--- src/logic/cbc_pkg.sv ---
package cbc_pkg;

    // ------------------------------------------------------------
    // Timing
    // ------------------------------------------------------------
    localparam int unsigned CLK_PERIOD_NS = 10;
    localparam int unsigned BLAST_MIN_NS = 800;
    localparam int unsigned BLAST_CYCLES = (BLAST_MIN_NS + CLK_PERIOD_NS - 1) / CLK_PERIOD_NS;
    localparam int unsigned ACK_LEAD_NS = 10;
    localparam int unsigned ACK_LEAD_CYCLES = (ACK_LEAD_NS + CLK_PERIOD_NS - 1) / CLK_PERIOD_NS;
    localparam int unsigned CNT_W = 8;

    // ------------------------------------------------------------
    // Cause bit positions
    // ------------------------------------------------------------
    localparam int unsigned CAUSE_W = 6;
    localparam int unsigned CAUSE_PARITY = 0;
    localparam int unsigned CAUSE_ADDR = 1;
    localparam int unsigned CAUSE_TIMEOUT = 2;
    localparam int unsigned CAUSE_HOLD = 3;
    localparam int unsigned CAUSE_IO_INCOMPLETE = 4;
    localparam int unsigned CAUSE_CS_INCOMPLETE = 5;

    // ------------------------------------------------------------
    // Sequencer states
    // ------------------------------------------------------------
    typedef enum logic [3:0] {
        CBC_IDLE = 4'b0001,
        CBC_ACK = 4'b0010,
        CBC_BLAST = 4'b0100,
        CBC_WAIT = 4'b1000
    } cbc_state_e;

endpackage

--- src/logic/cbc_blast.sv ---
// Notes on behaviour
// RQ1 - Blast is command tag plus acknowledge tag with transfer strobe held inactive.
// RQ2 - Parity error, invalid device address or channel time-out starts a blast.
// RQ3 - One attachment holding the channel without release starts a blast.
// RQ4 - I/O instruction or cycle steal ending abnormally starts a blast.
// RQ5 - Blast tags stay asserted at least 800 ns.
// RQ6 - Acknowledge tag rises first, command tag follows.
// RQ7 - Attachments stop driving inbound tags and address register select bus.
// RQ8 - Attachments release all sixteen data bus lines.
// RQ9 - Attachments drop transfer response and multiple-device response.
// RQ10 - Attachment in cycle steal drops its burst request.
// RQ11 - Pending interrupt and cycle steal requests stay asserted during blast.
// RQ12 - After attachments release the channel, both tags drop and work resumes.
// RQ13 - Attachment restarts the interrupted operation after the blast.
// RQ14 - Attachments finish releasing well inside the minimum blast time; the slow model releases after 90 blast cycles, past the 80 minimum.
module cbc_blast (
    input wire logic clk_i,
    input wire logic rst_n_i,
    input wire logic parity_err_i,
    input wire logic addr_invalid_i,
    input wire logic timeout_i,
    input wire logic owner_stuck_i,
    input wire logic io_incomplete_i,
    input wire logic cs_incomplete_i,
    input wire logic xfer_resp_i,
    input wire logic multi_resp_i,
    input wire logic burst_req_i,
    input wire logic host_cmd_req_i,
    input wire logic host_ack_req_i,
    input wire logic host_strobe_req_i,
    output logic host_cmd_tag_o,
    output logic host_ack_tag_o,
    output logic xfer_strobe_o,
    output logic blast_active_o,
    output logic blast_done_o,
    output logic [cbc_pkg::CAUSE_W-1:0] cause_o
);
    import cbc_pkg::*;

    // ------------------------------------------------------------
    // Input synchronisers
    // ------------------------------------------------------------
    localparam int unsigned SYNC_W = CAUSE_W + 3;
    // Bit order: six causes first, then the three attachment responses
    wire [SYNC_W-1:0] raw_in = {burst_req_i, multi_resp_i, xfer_resp_i, cs_incomplete_i, io_incomplete_i,
                                owner_stuck_i, timeout_i, addr_invalid_i, parity_err_i};
    wire [SYNC_W-1:0] sync_q;

    // Each cause and response pin gets its own two-stage chain; only the second stage is read
    for (genvar gi = 0; gi < SYNC_W; gi++) begin : g_sync
        logic meta_r;
        logic stable_r;

        always_ff @(posedge clk_i or negedge rst_n_i) begin
            if (!rst_n_i) begin
                meta_r <= 1'b0;
                stable_r <= 1'b0;
            end else begin
                meta_r <= raw_in[gi];
                stable_r <= meta_r;
            end
        end

        assign sync_q[gi] = stable_r;
    end

    // ------------------------------------------------------------
    // Cause decode
    // ------------------------------------------------------------
    wire [CAUSE_W-1:0] cause_now = sync_q[CAUSE_W-1:0];
    wire err_parity = cause_now[CAUSE_PARITY];
    wire err_addr = cause_now[CAUSE_ADDR];
    wire err_timeout = cause_now[CAUSE_TIMEOUT];
    wire err_chan = err_parity | err_addr | err_timeout; // RQ2
    wire err_hold = cause_now[CAUSE_HOLD]; // RQ3
    wire err_io = cause_now[CAUSE_IO_INCOMPLETE];
    wire err_cs = cause_now[CAUSE_CS_INCOMPLETE];
    wire err_incomplete = err_io | err_cs; // RQ4
    wire start_blast = err_chan | err_hold | err_incomplete;

    // ------------------------------------------------------------
    // Channel release
    // ------------------------------------------------------------
    wire resp_seen = sync_q[CAUSE_W];
    wire multi_seen = sync_q[CAUSE_W+1];
    wire burst_seen = sync_q[CAUSE_W+2];
    // Channel counts as released when no response or burst request is still up
    wire chan_busy = resp_seen | multi_seen | burst_seen;

    // ------------------------------------------------------------
    // Sequencer
    // ------------------------------------------------------------
    cbc_state_e state_r;
    cbc_state_e state_nxt;
    logic [CNT_W-1:0] cnt_r;
    logic [CNT_W-1:0] cnt_nxt;
    logic [CAUSE_W-1:0] cause_r;
    logic [CAUSE_W-1:0] cause_nxt;
    logic done_nxt;

    // State decode
    wire st_ack = (state_r == CBC_ACK);
    wire st_blast = (state_r == CBC_BLAST);
    wire st_wait = (state_r == CBC_WAIT);
    wire cnt_last = (cnt_r == CNT_W'(1));

    always_comb begin
        state_nxt = state_r;
        cnt_nxt = cnt_r;
        cause_nxt = cause_r;
        done_nxt = 1'b0;
        unique case (state_r)
            CBC_IDLE: begin
                // A cause still up after a release starts the next blast at once
                if (start_blast) begin
                    state_nxt = CBC_ACK; // RQ6
                    cnt_nxt = CNT_W'(ACK_LEAD_CYCLES);
                    cause_nxt = cause_now;
                end
            end
            CBC_ACK: begin
                // Acknowledge leads, command follows
                cnt_nxt = cnt_r - 1'b1;
                if (cnt_last) begin
                    state_nxt = CBC_BLAST; // RQ6
                    cnt_nxt = CNT_W'(BLAST_CYCLES);
                end
            end
            CBC_BLAST: begin
                // Late causes are kept but start nothing new
                cause_nxt = cause_r | cause_now;
                cnt_nxt = cnt_r - 1'b1;
                if (cnt_last) begin
                    state_nxt = CBC_WAIT; // RQ5
                end
            end
            CBC_WAIT: begin
                // Tags hold past the minimum until every attachment has let go
                cause_nxt = cause_r | cause_now;
                if (!chan_busy) begin
                    state_nxt = CBC_IDLE; // RQ12
                    done_nxt = 1'b1;
                end
            end
            default: begin
                // Lost one-hot code: fall back to idle
                state_nxt = CBC_IDLE;
                cnt_nxt = '0;
            end
        endcase
    end

    // ------------------------------------------------------------
    // Tag drive
    // ------------------------------------------------------------
    wire in_blast = st_blast || st_wait;
    wire blast_seq = in_blast || st_ack;
    wire idle_nxt = (state_nxt == CBC_IDLE);
    wire active_nxt = !idle_nxt;
    wire pair_nxt = (state_nxt == CBC_BLAST) || (state_nxt == CBC_WAIT);
    // Host requests pass only while idle, one cycle late
    wire pass_ok = idle_nxt && !blast_seq;
    // Command plus acknowledge without strobe would read as a blast too short to count
    wire host_pair_bad = host_cmd_req_i && host_ack_req_i && !host_strobe_req_i; // RQ5
    wire ack_nxt = active_nxt || (host_ack_req_i && pass_ok); // RQ6
    wire cmd_nxt = pair_nxt || (host_cmd_req_i && !host_pair_bad && pass_ok); // RQ1
    wire strobe_nxt = host_strobe_req_i && pass_ok; // RQ1

    // ------------------------------------------------------------
    // Sequencer registers
    // ------------------------------------------------------------
    always_ff @(posedge clk_i or negedge rst_n_i) begin
        if (!rst_n_i) begin
            state_r <= CBC_IDLE;
            cnt_r <= '0;
        end else begin
            state_r <= state_nxt;
            cnt_r <= cnt_nxt;
        end
    end

    // ------------------------------------------------------------
    // Cause capture
    // ------------------------------------------------------------
    // Reloaded at each blast start, otherwise only gathers more causes
    always_ff @(posedge clk_i or negedge rst_n_i) begin
        if (!rst_n_i) begin
            cause_r <= '0;
        end else begin
            cause_r <= cause_nxt;
        end
    end

    // ------------------------------------------------------------
    // Channel tags
    // ------------------------------------------------------------
    always_ff @(posedge clk_i or negedge rst_n_i) begin
        if (!rst_n_i) begin
            host_cmd_tag_o <= 1'b0;
            host_ack_tag_o <= 1'b0;
            xfer_strobe_o <= 1'b0;
        end else begin
            host_cmd_tag_o <= cmd_nxt;
            host_ack_tag_o <= ack_nxt;
            xfer_strobe_o <= strobe_nxt;
        end
    end

    // ------------------------------------------------------------
    // Status outputs
    // ------------------------------------------------------------
    // Done pulses in the cycle the tags drop
    always_ff @(posedge clk_i or negedge rst_n_i) begin
        if (!rst_n_i) begin
            blast_active_o <= 1'b0;
            blast_done_o <= 1'b0;
            cause_o <= '0;
        end else begin
            blast_active_o <= active_nxt;
            blast_done_o <= done_nxt;
            cause_o <= cause_nxt;
        end
    end

endmodule // cbc_blast

--- config.mk ---
export PLATFORM = sky130hd
export DESIGN_NAME = cbc_blast
export DESIGN_NICKNAME = d
export VERILOG_FILES = /design/src/logic/cbc_pkg.sv /design/src/logic/cbc_blast.sv
export SDC_FILE = /design/constraint.sdc
export NUM_CORES = 1
export LEC_CHECK = 0
export CAP_MARGIN = 25
export CORE_AREA = 2 2 57 113
export DETAILED_ROUTE_END_ITERATION = 6
export DIE_AREA = 0 0 59 115
export DONT_BUFFER_PORTS = 1
export SYNTH_ARGS = -nofsm -noshare
export SYNTH_HDL_FRONTEND = slang
export SYNTH_SLANG_ARGS = --single-unit
--- constraint.sdc ---
create_clock -name clk_i -period 3.9 [get_ports clk_i]
set_input_delay 0.195 -clock clk_i [delete_from_list [all_inputs] [get_ports clk_i]]
set_output_delay 0.195 -clock clk_i [all_outputs]
set_load 0.02 [all_outputs]
After elaboration in Yosys (flattened, before gate mapping)
Index checks and enable logic that the tools add are counted.

word-level totals
  register bits = 41
  input port bits = 14
  output and inout bits = 11
  logic and storage cells = 77

cells by class
  add/sub/neg operators = 1
  equal/unequal tests = 9
  mux-type cells = 12
  bitwise operators = 9
  reductions and logical operators = 20

operator list
  kind                                                                   number
  8-bit case mux with 4 select lines                                     1
  4-bit two-way mux                                                      4
  8-bit two-way mux                                                      2
  4-bit case mux with 4 select lines                                     1
  6-bit case mux with 2 select lines                                     1
  4-bit by 1-bit equality test with 1-bit output, second input constant  2
  4-bit by 3-bit equality test with 1-bit output, second input constant  2
  4-bit equality test, second input constant                             2
  8-bit by 1-bit equality test with 1-bit output, second input constant  1
  8-bit by 1-bit subtractor with 8-bit output, second input constant     1
  1-bit logical AND                                                      7
  1-bit OR                                                               7
  6-bit two-way mux                                                      1
  6-bit OR                                                               1
  1-bit logical OR                                                       5
  4-bit by 2-bit equality test with 1-bit output, second input constant  1
  1-bit logical NOT                                                      4
  2-bit AND reduction                                                    2
  1-bit two-way mux                                                      2
  2-bit inequality test, second input constant                           1
  2-bit nonzero test                                                     1
  2-bit OR reduction                                                     1
  1-bit inverter                                                         1

Longest topological paths before layout
Gate-level depths: netlist (run 1).

  depth in word-level cells = 10
  mapped depth = 6
  mapped depth without buffers = 6

Worst setup path before layout (run 1)
No wires, ideal clock.

  path kind = register -> register
  from = register cnt_r[1]
  to = register cnt_r[0]
  library setup time = 150 ps
  data arrival time = 1666 ps
  required time = 3750 ps
  setup slack = 2083 ps
  stages on the path, launching flop included = 7
  buffers on the path = 0
  clock period less this slack = 1817 ps
  cells stage by stage = dfrtp_1 > inv_1 > ha_1 > or4b_2 > o21ba_2 > nor2_2 > o211ai_1

on the way
  word-level cells in the longest chain between the ends = 3

RTL lines
  item                                            line              source
  start, declared                                 cbc_blast.sv:95   logic [CNT_W-1:0] cnt_r;
  start signal, assigned                          cbc_blast.sv:178  cnt_r <= cnt_nxt;
  8-bit by 1-bit equality test with 1-bit output  cbc_blast.sv:105  wire cnt_last = (cnt_r == CNT_W'(1));
  8-bit two-way mux                               cbc_blast.sv:124  if (cnt_last) begin
  8-bit case mux with 4 select lines              cbc_blast.sv:112  unique case (state_r)

Every way passes these cells.
A chain may end at the register's enable or synchronous reset.

Worst setup path in the final report (run 1)
  from = register state_r[0]
  to = register cause_o[1] (netlist bit)

on the way
  word-level cells in the longest chain between the ends = 4
  elaborated cells between the ends (all ways) = 8
  those cells by class = 4 x eq/ne; 1 x mux; 3 x reduce/logical

RTL lines
  item                                                                                   line              source
  start, declared                                                                        cbc_blast.sv:93   cbc_state_e state_r;
  start signal, assigned                                                                 cbc_blast.sv:177  state_r <= state_nxt;
  4-bit by 3-bit equality test with 1-bit output or 4-bit equality test (tied branches)  cbc_blast.sv:112
  2-bit OR reduction (no line)                                                           --
  2-bit nonzero test (no line)                                                           --
  2-bit AND reduction (no line)                                                          --
  end signal, assigned                                                                   cbc_blast.sv:221  cause_o <= cause_nxt;
  end, declared                                                                          cbc_blast.sv:36   output logic [cbc_pkg::CAUSE_W-1:0] cause_o

Several ways; a longest one is shown, not always the timed one.

==> run metrics, run 1 <==
status=complete, no violations; clk sink count=41; cts repair resizes=0; Finished Core Util=0.353; Seq cells post-synth=41; # port buffers=0; DRC=0; wire length of the first global-routing pass=5470 µm; Critical Path RT=4.12 ns; Num CTS Buffers=5; Die Wd=59 µm; pwr/cell area=844 nW/µm²; yosys warns=0; Cell variety after synth=40; Die Ht=115 µm; relative slew slack=0.635; Fillers=587; Net Count, Synth=164; vias in the first global route=1167; CP max stage cell=dfstp_2; core area=5910 µm²; Post-Layout Cell Count=225; HP Class=input pin to flop; critical-path maximum fanout=14; final count of pins violating max slew=0; clock latency on the worst-skew pair=0.28 ns; placed cell count=206; post-placement setup slack=1.94 ns; Tot Pwr=1760 µW; Post-CTS Setup Inserts=0; sequential share of the synthesized area=0.598; ANT nets after route=0; Peak VDD IR=0.336 mV; Initial Utilization=0.291; Post-Syn Area per Cell=11.6 µm²; Fin Clk Skew=0.00428 ns; Leak=0.000895 µW; crit start category=flop; First DRT Iteration DRCs=44; MaxCap Viol Count=0; ys flop type=dfrtp_1; share of layout cells above drive strength 1=0.111; clk slew on worst S/H paths=0.06 ns; Antenna Cells=0; maximum buffer depth of the clock tree=2; shortest period the worst path allows=1.98 ns; slew at the pin closest to its max-slew limit=0.546 ns; Setup CP Type=flop to flop; final setup fails=0; gr usage total=0.107; Avg WL per Cell=14.0 µm; Via density=5.16; H-tree Lvls=2; largest net degree at the start of global routing=42; Layout area overhead=21.5%; Mapped Area=1720 µm²; Fmax achieved=505 MHz; global placement routability congestion=0.775; initial antenna violation count=0; DR pass1 iterations=4; CP endpoint kind=flop; post-route clock period utilization=0.507; number of top-level pins=25; number of synthesized flops with an enable pin=0; CTS tree=built; RSZ-0062 raised after global routing=false; slowest stage delay, CP=0.66 ns; num rows=40; WL final=3160 µm; detailed-route via count=1160; global route overflow=0; setup TNS=0 ns; critical path arrival=2.20 ns; Final Net Count=177; die area=6790 µm²; Async S/R FF share, synth=1.00; CTS Hold Bufs=11; Root Driver=clkbuf_16; cell chain of the critical path=nor3b_1, o31ai_1, a21oi_1, a22o_1; Syn Inst Count=148; final worst setup slack=1.92 ns; DP Wirelength=2160 µm; final count of hold timing violations=0
[synthesized netlist by cell type, drive strengths merged (2+ instances only)]
cell | count | share of area
or3 | 2 | 0.0073
a21oi | 3 | 0.0087
ha | 2 | 0.015
and2 | 2 | 0.0073
o31ai | 2 | 0.0087
clkbuf | 4 | 0.0087
nor2 | 11 | 0.025
o211ai | 4 | 0.017
or4 | 2 | 0.011
nor3 | 8 | 0.023
o311ai | 2 | 0.020
nand2b | 5 | 0.018
inv | 6 | 0.013
dfrtp | 40 | 0.58
or4b | 2 | 0.012
nor2b | 4 | 0.015
o21ai | 16 | 0.047
nand3 | 8 | 0.023
a22o | 6 | 0.031
nand2 | 3 | 0.0066
o21a | 2 | 0.0087
[final cells by class]
cell class / instances / area [µm²] / share of cell area
multi-input combinational: 96 / 648 / 0.311
sequential: 41 / 1030 / 0.492
tap: 63 / 78.8 / 0.0378
clock buffer: 5 / 125 / 0.0600
clock inverter: 3 / 65.1 / 0.0312
inverter: 6 / 22.5 / 0.0108
timing repair buffer: 11 / 120 / 0.0576
[worst paths after layout]
path / endpoint / slack [ns] / startpoint / cells past startpoint
worst min-delay path: xfer_strobe_o / 0.01 / host_strobe_req_i / 2
min in group asynchronous: cnt_r[5] / 0.37 / rst_n_i / 2
worst max-delay path: cause_o[1] / 1.92 / state_r[0] / 4
worst max register to register: cause_o[1] / 1.92 / state_r[0] / 4
worst min register to register: err_timeout / 0.35 / g_sync[2].meta_r / 0
max in group asynchronous: state_r[0] / 3.28 / rst_n_i / 2
[cell usage in the layout, fill, tap and decap left out, types with 3 or more instances in the layout]
cell and instances:
a21oi_1 3, nand2_1 3, nor2_1 10, nand2b_1 5, inv_1 6, nand3_1 8, nor3_1 8, o211ai_1 4
dfrtp_1 40, o21ai_0 14, a22o_1 6, dlygate4sd3_1 10, clkbuf_16 5, nor2b_1 4
[registers in the layout (all words and copies together), names as in the netlist, 2 cells and up]
name / count
cause_o: 6
cnt_r: 8
g_sync.meta_r: 9
g_sync.stable_r: 2
state_r: 4
[routing by layer]
| layer | global-route usage | routed length [µm] | share of wire | vias to the layer above |
|---|---|---|---|---|
| met2 | 0.167 | 1560 | 0.49 | 30 |
| met3 | 0.0360 | 183 | 0.058 | 7 |
| met1 | 0.129 | 1340 | 0.42 | 562 |
| met4 | 0.0530 | 78 | 0.025 | 0 |
| li1 | - | - | - | 561 |
| met5 | 0 | 0 | 0 | - |
[per-stage QoR]
stage / area (µm²) / hold WS (ns)
after floorplan: 1720 / -0.101
after global placement: 1780 / -0.0996
after detailed placement: 1780 / -0.0997
after CTS: 2090 / 0.00873
after global routing: 2090 / 0.0325
final: 2090 / 0.0141
[power by group]
group	total [µW]	internal, µW	switching (µW)	leakage (µW)
clock	523	365	158	0.0000938
sequential	728	542	186	0.000504
combinational	511	237	274	0.000297
total	1760	1140	618	0.000895
[cell families after synthesis]
| logic type | synth area share |
|---|---|
| and+or+nand+nor | 0.162 |
| muxes | 0.00583 |
| adders and majority gates | 0.0146 |
| buffers and inverters | 0.0248 |
| DFF | 0.598 |
| AOI/OAI and AO/OA | 0.190 |
| xor gates and xnor gates | 0.00510 |
[worst max-delay path: cells and delay by family, from the launching register on]
kind / cells / cell delay (ns)
and+or+nand+nor: 1 / 0.44
AOI/OAI and AO/OA: 3 / 0.81
DFF: 1 / 0.66
(Power assumes the default switching activity.)
==> inputs of run 2 (changes only) <==
==> constraint.sdc (replaced) <==
create_clock -name clk_i -period 1.79 [get_ports clk_i]
set_input_delay 0.0895 -clock clk_i [delete_from_list [all_inputs] [get_ports clk_i]]
set_output_delay 0.0895 -clock clk_i [all_outputs]
set_load 0.02 [all_outputs]
==> run 2 against run 1 <==
  * Via count is 4.3% higher
  * Sequential share of layout area is 3.7 points lower
  * Combinational power grew to 3.1 times the previous value
  * First-iteration DRC count down 52%
  * Clock skew is 0.00065 ns higher
  * Clock power up 93%
  * Die area did not move
  * Register-to-register slack lost 1.9 ns
  * Fmax rose by 14%
  * Total power grew 130%
  * Non-clock buffer count rose by 14
==> run metrics, run 2 (synthesis results as in run 1) <==
Fin Clk Skew=0.00493 ns; cell chain of the critical path=inv_2, ha_4, or4b_4, o21ba_4, a2bb2o_1, nand2_1; crit start category=flop; ANT nets after route=0; Avg WL per Cell=13.3 µm; GRT met2 Usage=0.164; status=complete, no violations; RSZ-0062 raised after global routing=true; die area=6790 µm²; CP max stage cell=or4b_4; vias in the first global route=1185; global placement routability congestion=0.830; Peak VDD IR=0.948 mV; commonest non-fill, non-tap cell in the layout=dfrtp_1; final count of hold timing violations=0; met1 Resource Use GR=0.121; relative slew slack=0.626; area of the multi-input gates=718 µm²; slew at the pin closest to its max-slew limit=0.559 ns; final worst setup slack=0.0614 ns; R2R cell count=6; Critical Path RT=1.96 ns; DRC=0; Final Net Count=191; Fmax achieved=579 MHz; shortest period the worst path allows=1.73 ns; Tot Pwr=4100 µW; Setup CP Type=flop to flop; Post-Layout Cell Count=239; DP Wirelength=2290 µm; core area=5910 µm²; WP depth=6; First DRT Iteration DRCs=21; # port buffers=0; Critical path origin=cnt_r[1]; setup slack, reg-to-reg=0.06 ns; clk slew on worst S/H paths=0.06 ns; final setup fails=0; MaxCap Viol Count=0; post-placement setup slack=0.0394 ns; maximum buffer depth of the clock tree=2; initial antenna violation count=0; max reg flops=9; wire length of the first global-routing pass=5300 µm; worst reg2reg path endpoint=cnt_r[3]; Most Crowded Layer GR=met2; Via density=5.06; final count of pins violating max slew=0; placed cell count=217; number of top-level pins=25; CP top delay family=simple AND/OR/NAND/NOR gates; global route overflow=0; pwr/cell area=1820 nW/µm²; Initial Utilization=0.291; HP Class=input pin to flop; Worst Setup EP=cnt_r[3]; Fillers=573; Root Driver=clkbuf_16; H-tree Lvls=2; largest reg by FF count=g_sync.meta_r; num rows=40; critical-path maximum fanout=5; CP endpoint kind=flop; FF-to-FF Start=cnt_r[1]; Layout area overhead=31.2%; CP bufs+invs=1; detailed-route via count=1210; Post-CTS Setup Inserts=0; DR pass1 iterations=4; Antenna Cells=0; FF+latch area=1030 µm²; commonest non-fill, non-tap cells in the layout=dfrtp_1, dlygate4sd3_1, o21ai_0; Die Wd=59 µm; clk sink count=41; Die Ht=115 µm; WHS=0.0131 ns; Leak=0.000960 µW; largest net degree at the start of global routing=42; post-route clock period utilization=0.966; share of layout cells above drive strength 1=0.216; clock latency on the worst-skew pair=0.28 ns; Placed Area=1870 µm²; CTS tree=built; WL final=3190 µm; slowest stage delay, CP=0.50 ns; biggest regs=g_sync.meta_r: 9 flops, cnt_r: 8 flops, cause_o: 6 flops; met3 usage=0.0394; critical path arrival=1.90 ns; Num CTS Buffers=5; cell area after layout=2250 µm²; gr usage total=0.104
-- run 2: worst min path at each step --
stage | depth (start not counted) | start | end
after floorplan | 0 | rst_n_i | blast_active_o
after global placement | 0 | rst_n_i | xfer_strobe_o
final | 2 | host_strobe_req_i | host_cmd_tag_o
after global routing | 2 | host_strobe_req_i | host_cmd_tag_o
after detailed placement | 0 | rst_n_i | xfer_strobe_o
after CTS | 2 | host_strobe_req_i | host_cmd_tag_o
-- run 2: power breakdown --
group          internal (µW)  total, µW  switching [µW]
Sequential              1180       1510             334
Combinational            768       1580             815
Clock                    659       1010             348
Total                   2610       4100            1500
-- run 2: per-stage QoR --
| step | setup TNS [ns] | util |
|---|---|---|
| floorplan | 0 | - |
| global placement | 0 | 0.317 |
| detailed placement | 0 | 0.317 |
| CTS | 0 | 0.372 |
| global route | -0.00270 | 0.382 |
| finish | 0 | 0.382 |
-- run 2: cell type report --
class / count / area share
inverters: 6 / 0.00999
well taps: 63 / 0.0350
clock inverters: 3 / 0.0205
clock buffers: 5 / 0.0555
flip-flops and latches: 41 / 0.456
multi-input cells: 96 / 0.319
repair buffers: 25 / 0.105
-- run 2: worst reg2reg max path: cells and delay by family (launching register included) --
| family | cells | cell delay [ns] |
|---|---|---|
| flip-flops | 1 | 0.38 |
| buffers and inverters | 1 | 0.08 |
| AO/OA/AOI/OAI | 2 | 0.50 |
| adder cells (fa/ha/maj) | 1 | 0.12 |
| AND/OR/NAND/NOR | 2 | 0.55 |
-- run 2: routing by layer --
layer	vias up	wire length, µm
li1	593	-
met1	584	1370
met2	27	1570
met3	6	172
met4	0	71
met5	-	0
-- run 2: repair_timing --
item / CTS / global route
setup endpoints to repair: 0 / 13
hold buffers: 14 / 0
gates resized for setup: 0 / 16
hold endpoints to repair: 53 / 0
